$ cat config.mk
export PLATFORM = sky130hd
export DESIGN_NAME = periph_irq_flag_enable
export DESIGN_NICKNAME = d
export VERILOG_FILES = /design/src/inc/periph_irq_pkg.sv /design/src/hw/periph_irq_flag_enable.sv
export SDC_FILE = /design/constraint.sdc
export NUM_CORES = 1
export LEC_CHECK = 0
export BUFFER_PORTS_ARGS = -buffer_cell sky130_fd_sc_hd__buf_2
export CAP_MARGIN = 10
export CORE_UTILIZATION = 49
export CTS_CLUSTER_DIAMETER = 30
export DETAILED_ROUTE_END_ITERATION = 12
export HOLD_SLACK_MARGIN = 0.03
export PLACE_DENSITY_LB_ADDON = 0.25
export SYNTH_ARGS = -nofsm -noshare
export SYNTH_HDL_FRONTEND = slang
export SYNTH_SLANG_ARGS = --single-unit
$ cat constraint.sdc
create_clock -name CLK_SYS -period 1.62 [get_ports CLK_SYS]
set_clock_uncertainty 0.15 [all_clocks]
set_input_delay 0.081 -clock CLK_SYS [delete_from_list [all_inputs] [get_ports CLK_SYS]]
set_output_delay 0.081 -clock CLK_SYS [all_outputs]
set_load 0.005 [all_outputs]
$ cat src/inc/periph_irq_pkg.sv
/*
  Constants for the peripheral interrupt flag and enable block:
  APB byte offsets, field positions, widths and reset values.
  Assumes a 32-bit APB bus with word-aligned registers.
*/
package periph_irq_pkg;

  localparam int unsigned ADDR_W = 8;
  localparam int unsigned DATA_W = 32;
  localparam int unsigned EN1_W = 8;
  localparam int unsigned FLAG2_W = 5;
  localparam int unsigned STAT_W = 5;

  // Register byte offsets
  localparam logic [7:0] OFS_FLAG2 = 8'h00;
  localparam logic [7:0] OFS_EN1 = 8'h04;
  localparam logic [7:0] OFS_EN2 = 8'h08;
  localparam logic [7:0] OFS_CTRL = 8'h0C;
  localparam logic [7:0] OFS_STAT = 8'h10;
  localparam logic [7:0] OFS_MASK = 8'h14;
  localparam logic [7:0] OFS_PEND = 8'h18;

  // Second flag register fields
  localparam int unsigned F2_CAPCOMP2 = 0;
  localparam int unsigned F2_TIMER3 = 1;
  localparam int unsigned F2_LOW_VOLT = 2;
  localparam int unsigned F2_BUS_COLL = 3;
  localparam int unsigned F2_MEM_WRITE = 4;

  // First enable register fields
  localparam int unsigned E1_TIMER1_OVF = 0;
  localparam int unsigned E1_TIMER2_MATCH = 1;
  localparam int unsigned E1_CAPCOMP1 = 2;
  localparam int unsigned E1_SYNC_SERIAL = 3;
  localparam int unsigned E1_SERIAL_TX = 4;
  localparam int unsigned E1_SERIAL_RX = 5;
  localparam int unsigned E1_CONVERTER = 6;
  localparam int unsigned E1_PARALLEL = 7;

  // Control register fields
  localparam int unsigned CTRL_PRIO_EN = 0;
  localparam int unsigned CTRL_GLOBAL_EN = 1;

  // Pending register layout: first group low, second group above
  localparam int unsigned PEND2_LSB = 8;

  // Reset values
  localparam logic [7:0] RST_EN1 = 8'h00;
  localparam logic [4:0] RST_FLAG2 = 5'h00;
  localparam logic [4:0] RST_EN2 = 5'h00;
  localparam logic [1:0] RST_CTRL = 2'h0;
  localparam logic [4:0] RST_STAT = 5'h00;
  localparam logic [4:0] RST_MASK = 5'h00;

endpackage : periph_irq_pkg

$ cat src/hw/periph_irq_flag_enable.sv
/*
  Peripheral interrupt flag and enable logic with an APB register slave.
  Holds the second peripheral flag register, both peripheral enable
  registers, a control register, an event status/mask pair and the
  gated request toward the core.
  Assumes: event inputs and the first-group flags come from logic on
  CLK_SYS; events are one-cycle pulses; APB master obeys APB3 timing.
*/
// The APB register port and the address map were left to the implementer.
module periph_irq_flag_enable (
  input wire logic CLK_SYS,
  input wire logic RST,
  input wire logic PSEL,
  input wire logic PENABLE,
  input wire logic PWRITE,
  input wire logic [periph_irq_pkg::ADDR_W-1:0] PADDR,
  input wire logic [periph_irq_pkg::DATA_W-1:0] PWDATA,
  output logic [periph_irq_pkg::DATA_W-1:0] PRDATA,
  output logic PREADY,
  output logic PSLVERR,
  input wire logic [periph_irq_pkg::EN1_W-1:0] FLAGS1,
  input wire logic EVT_MEM_WRITE_DONE,
  input wire logic EVT_BUS_COLLISION,
  input wire logic EVT_LOW_VOLTAGE,
  input wire logic EVT_TIMER3_OVERFLOW,
  input wire logic EVT_CAPCOMP2,
  input wire logic CAPCOMP2_PWM_MODE,
  output logic [periph_irq_pkg::EN1_W-1:0] PEND1,
  output logic [periph_irq_pkg::FLAG2_W-1:0] PEND2,
  output logic [periph_irq_pkg::FLAG2_W-1:0] FLAG2,
  output logic PERIPH_IRQ,
  output logic IRQ
);
  import periph_irq_pkg::*;

  logic [FLAG2_W-1:0] flag2_q;
  logic [FLAG2_W-1:0] flag2_d;
  logic [EN1_W-1:0] en1_q;
  logic [FLAG2_W-1:0] en2_q;
  logic [1:0] ctrl_q;
  logic [STAT_W-1:0] stat_q;
  logic [STAT_W-1:0] stat_d;
  logic [STAT_W-1:0] mask_q;
  logic [FLAG2_W-1:0] evt;
  logic [DATA_W-1:0] rd_d;
  logic rd_err_d;
  logic setup;
  logic access;
  logic wr_en;
  logic rd_en;
  logic [EN1_W-1:0] pend1_d;
  logic [FLAG2_W-1:0] pend2_d;
  logic gate_ok;

  // APB phases: answer comes in the first access cycle
  assign setup = PSEL && !PENABLE;
  assign access = PSEL && PENABLE && PREADY;
  assign wr_en = access && PWRITE && !PSLVERR;
  assign rd_en = access && !PWRITE && !PSLVERR;

  // Event vector; capture/compare 2 events ignored in PWM mode
  assign evt[F2_MEM_WRITE] = EVT_MEM_WRITE_DONE;
  assign evt[F2_BUS_COLL] = EVT_BUS_COLLISION;
  assign evt[F2_LOW_VOLT] = EVT_LOW_VOLTAGE;
  assign evt[F2_TIMER3] = EVT_TIMER3_OVERFLOW;
  assign evt[F2_CAPCOMP2] = EVT_CAPCOMP2 && !CAPCOMP2_PWM_MODE;

  // Read mux, sampled in the setup cycle
  always_comb begin
    rd_d = '0;
    rd_err_d = 1'b0;
    case (PADDR)
      OFS_FLAG2: rd_d[FLAG2_W-1:0] = flag2_q;
      OFS_EN1: rd_d[EN1_W-1:0] = en1_q;
      OFS_EN2: rd_d[FLAG2_W-1:0] = en2_q;
      OFS_CTRL: rd_d[1:0] = ctrl_q;
      OFS_STAT: rd_d[STAT_W-1:0] = stat_q;
      OFS_MASK: rd_d[STAT_W-1:0] = mask_q;
      OFS_PEND: begin
        rd_d[EN1_W-1:0] = PEND1;
        rd_d[PEND2_LSB +: FLAG2_W] = PEND2;
      end
      default: rd_err_d = 1'b1;
    endcase
  end

  // Bus response registers
  always_ff @(posedge CLK_SYS) begin
    if (RST) begin
      PREADY <= 1'b0;
      PSLVERR <= 1'b0;
      PRDATA <= '0;
    end else begin
      PREADY <= setup;
      if (setup) begin
        PSLVERR <= rd_err_d;
        PRDATA <= PWRITE ? '0 : rd_d;
      end else if (access) begin
        PSLVERR <= 1'b0;
        PRDATA <= '0;
      end
    end
  end

  // Flag register 2: per-bit sticky flags, set wins over software write
  generate
    for (genvar i = 0; i < FLAG2_W; i++) begin : g_flag2
      always_comb begin
        flag2_d[i] = flag2_q[i];
        if (wr_en && PADDR == OFS_FLAG2) begin
          flag2_d[i] = PWDATA[i];
        end
        if (evt[i]) begin
          flag2_d[i] = 1'b1;
        end
      end
    end
  endgenerate

  // Bits 31..5 are not stored, so writes there have no effect
  always_ff @(posedge CLK_SYS) begin
    if (RST) begin
      flag2_q <= RST_FLAG2;
    end else begin
      flag2_q <= flag2_d;
    end
  end

  // Enable, control and mask registers
  always_ff @(posedge CLK_SYS) begin
    if (RST) begin
      en1_q <= RST_EN1;
      en2_q <= RST_EN2;
      ctrl_q <= RST_CTRL;
      mask_q <= RST_MASK;
    end else if (wr_en) begin
      case (PADDR)
        OFS_EN1: en1_q <= PWDATA[EN1_W-1:0];
        OFS_EN2: en2_q <= PWDATA[FLAG2_W-1:0];
        OFS_CTRL: ctrl_q <= PWDATA[1:0];
        OFS_MASK: mask_q <= PWDATA[STAT_W-1:0];
        default: ;
      endcase
    end
  end

  // Event status: read clears only what was returned; new events win
  always_comb begin
    stat_d = stat_q;
    if (rd_en && PADDR == OFS_STAT) begin
      stat_d = stat_q & ~PRDATA[STAT_W-1:0];
    end
    stat_d = stat_d | evt;
  end

  always_ff @(posedge CLK_SYS) begin
    if (RST) begin
      stat_q <= RST_STAT;
    end else begin
      stat_q <= stat_d;
    end
  end

  // Per-source gating by the individual enable bits
  assign pend1_d = FLAGS1 & en1_q;
  assign pend2_d = flag2_q & en2_q;

  // Core request: global enable needed while the priority scheme is off
  assign gate_ok = ctrl_q[CTRL_PRIO_EN] || ctrl_q[CTRL_GLOBAL_EN];

  always_ff @(posedge CLK_SYS) begin
    if (RST) begin
      PEND1 <= '0;
      PEND2 <= '0;
      FLAG2 <= '0;
      PERIPH_IRQ <= 1'b0;
      IRQ <= 1'b0;
    end else begin
      PEND1 <= pend1_d;
      PEND2 <= pend2_d;
      FLAG2 <= flag2_q;
      PERIPH_IRQ <= gate_ok && ((|pend1_d) || (|pend2_d));
      IRQ <= |(stat_q & mask_q);
    end
  end
endmodule : periph_irq_flag_enable

==> flow_summary.yaml <==
logic_synthesis:
  synthFlopType: "dfxtp_1"
  ys_warn_count: 0
  ys_top_cells_by_area: "dfxtp_1 44%, mux2i_1 7.4%, buf_4 5.5%, nor2_1 4.0%, a21oi_1 2.8%"
  synth_top_area_cell: "dfxtp_1"
  syn_inst: 304
  async_reset_ff_share_pct: 0
  synth_edf_count: 0
  ys_ff_latch: 65
  synthesis.area_um2: 2985
  synth_cell_types: 53
  netlist.area_leader.share_pct: 43.59
  ys_seq_area_share_pct: 43.59
  avgSynthCellArea_um2: 9.820
floorplanning:
  start_util_pct: 50.72
  coreArea_um2: 5886
  io_pins: 113
  die_x_um: 80.06
  dieArea_um2: 6409
  die_h_um: 80.06
  placementRows: 28
run_status:
  violations: "negative setup slack"
  status: "finished, violations left"
power:
  total_power_uw: 3325
  powerDensity_nw_per_um2: 838.2
  p_leak_uw: 0.001849
  peakVddDrop_v: 0.0006622
worst_setup_path:
  setup.worst_path.start_class: "register"
  cp.arrival_ps: 1730
  slowest_stage: "and4b_4"
  path_cells: "and4b_4 -> nand4_4 -> o31ai_1 -> a21oi_1"
  slowest_delay_ps: 410
  crit_type: "reg -> reg"
  crit_path_max_fanout: 7
  crit_required_ps: 1690
  endpoint_kind: "register"
timing:
  fin_crit_ps: 1660
  hold_viol_final: 0
  setup_viol: 1
  max_clock_freq_ghz: 0.6026
  finalCritPeriodShare_pct: 102.4
  layout_setup_ws_ps: -39.55
  slew_viol_final: 0
route:
  drt_iter0_drc: 189
  drcViolationCount: 0
  wl_per_cell_um: 16.58
  drt-pass1-iter-count: 6
  route.vias.total: 2702
  post_drt_via_cell_ratio: 5.448
  ant_nets: 0
  drt_wl_total_mm: 8.226
global_routing:
  antenna_found_initial: 0
  grt_pass1_wl_mm: 12.70
  grt_max_degree: 15
  grt_usage_pct: 26.70
  grt_pass1_vias: 2477
  overflow: 0
cells_and_area:
  final_net_count: 476
  diodes: 0
  fillers: 493
  area_growth_pct: 32.86
  drive_above_1_share_pct: 31.12
  stdcell_area_um2: 3966
clock_network:
  clock_latency_ps: 350
  clock_sinks: 65
  h-tree-depth: 3
  post_cts.repair.setup_buffers: 0
  path_clk_slew_ps: 70
  tritoncts: "yes"
  cts_buffers: 9
  cts-root-buf: "clkbuf_8"
  clockBufferDepth: 2
placed_design:
  pre_cts_slack_ps: -43.24
  dp_hpwl_mm: 5.797
  gp_congestion: 0.9423
  placement.io_buffers: 69
  dpl_cell_area_um2: 3420
flow_run:
  cap_violations: 0
worst_hold_path:
  hold_class: "in -> reg"
placed cells by master (no fill, tap or decap), drive strengths merged, types with 2 or more instances in the layout:
cell	instances
a2bb2oi	3
buf	92
nand4	13
a222oi	5
a22oi	9
nand2b	2
nand3b	2
o21ai	2
nand2	14
nor4	2
o221ai	2
dfxtp	65
clkinv	4
a21oi	17
o21bai	5
nor3	4
mux2i	22
dlygate4sd3	29
and2	7
or3	2
nor4b	3
a32o	3
a41oi	4
a22o	2
o2bb2ai	2
nor2b	7
nor2	33
inv	6
nand3	5
nor3b	4
conb	19
mux2	4
clkbuf	10
o31ai	7
layout make-up:
cell class | count | area [µm²] | area share, %
flip-flops and latches | 65 | 1303 | 32.84
well taps | 75 | 93.84 | 2.366
multi-input cells | 214 | 1554 | 39.18
repair buffers | 121 | 808.3 | 20.38
clock buffers | 10 | 127.6 | 3.218
clock inverters | 5 | 57.56 | 1.451
inverters | 6 | 22.52 | 0.5678
routing by layer:
layer  up-vias  track usage, %  routed length [µm]
met3        13           5.682                 574
li1       1316               -                   -
met2       105           43.42                3962
met1      1268           34.56                3557
met4         0           10.18                 131
met5         -               0                   0
state kept, by name (all words and copies together) (netlist names):
signal	count
en2_q	5
en1_q	8
PERIPH_IRQ	1
flag2_q	5
ctrl_q	2
IRQ	1
PRDATA	13
stat_q	5
mask_q	5
PEND2	5
PEND1	8
FLAG2	5
PREADY	1
PSLVERR	1
cells by family (layout without fill, tap and decap cells):
kind of cell / after synthesis / after routing / synth area share, %
buffers and inverters: 43 / 142 / 8.969
muxes: 27 / 27 / 9.639
other: 1 / 19 / 0.1256
DFF: 65 / 65 / 43.59
and+or+nand+nor: 104 / 104 / 21.96
AOI/OAI and AO/OA: 64 / 64 / 15.72
repair_timing:
item,in CTS,in global routing
cloned,0,0
setup endpoints to repair,14,19
hold buffers,29,0
pin swaps,0,4
gates resized for setup,4,9
hold endpoints to repair,40,0
power breakdown:
group / switching, µW / internal (µW)
clock network: 622 / 702
registers: 23.6 / 1620
logic: 185 / 168
total: 830 / 2490
worst max-delay path: cells and delay by family, from the launching register on:
family	cells	cell delay, ps
AND/OR/NAND/NOR	2	600
AO/OA/AOI/OAI	2	440
flip-flops	1	340
path summary, 6_finish.rpt:
kind / endpoint / cells after the start / slack, ps / start
setup / recovery: en2_q[2] / 4 / -40 / PSLVERR
hold reg to reg: PSLVERR / 2 / 320 / PSLVERR
setup reg to reg: en2_q[2] / 4 / -40 / PSLVERR
hold / removal: PRDATA[11] / 3 / 90 / RST
synth_stat cells (3+ instances only):
cell	n
mux2i_1	22
a222oi_1	5
a22oi_1	9
a32o_1	3
clkbuf_1	4
o31ai_1	7
mux2_2	4
buf_4	22
nand4_1	9
a2bb2oi_1	3
a21oi_1	17
nor2_1	32
and2_1	6
nor2b_1	7
nor3b_1	3
nand4_2	3
nand2_1	14
o21bai_1	5
buf_2	7
dfxtp_1	65
nand3_1	5
inv_1	6
a41oi_1	4
through the flow:
step	TNS [ps]	hold slack [ps]	utilization [%]	cells
after floorplan	0	7.148	-	322
after global placement	0	149.3	58.10	452
after detailed placement	-97.09	159.3	58.10	452
after CTS	0	39.22	66.58	496
after global routing	-192.7	95.64	67.39	496
final	-39.55	85.63	67.39	496
No activity file was read; power rests on OpenSTA's default activity.
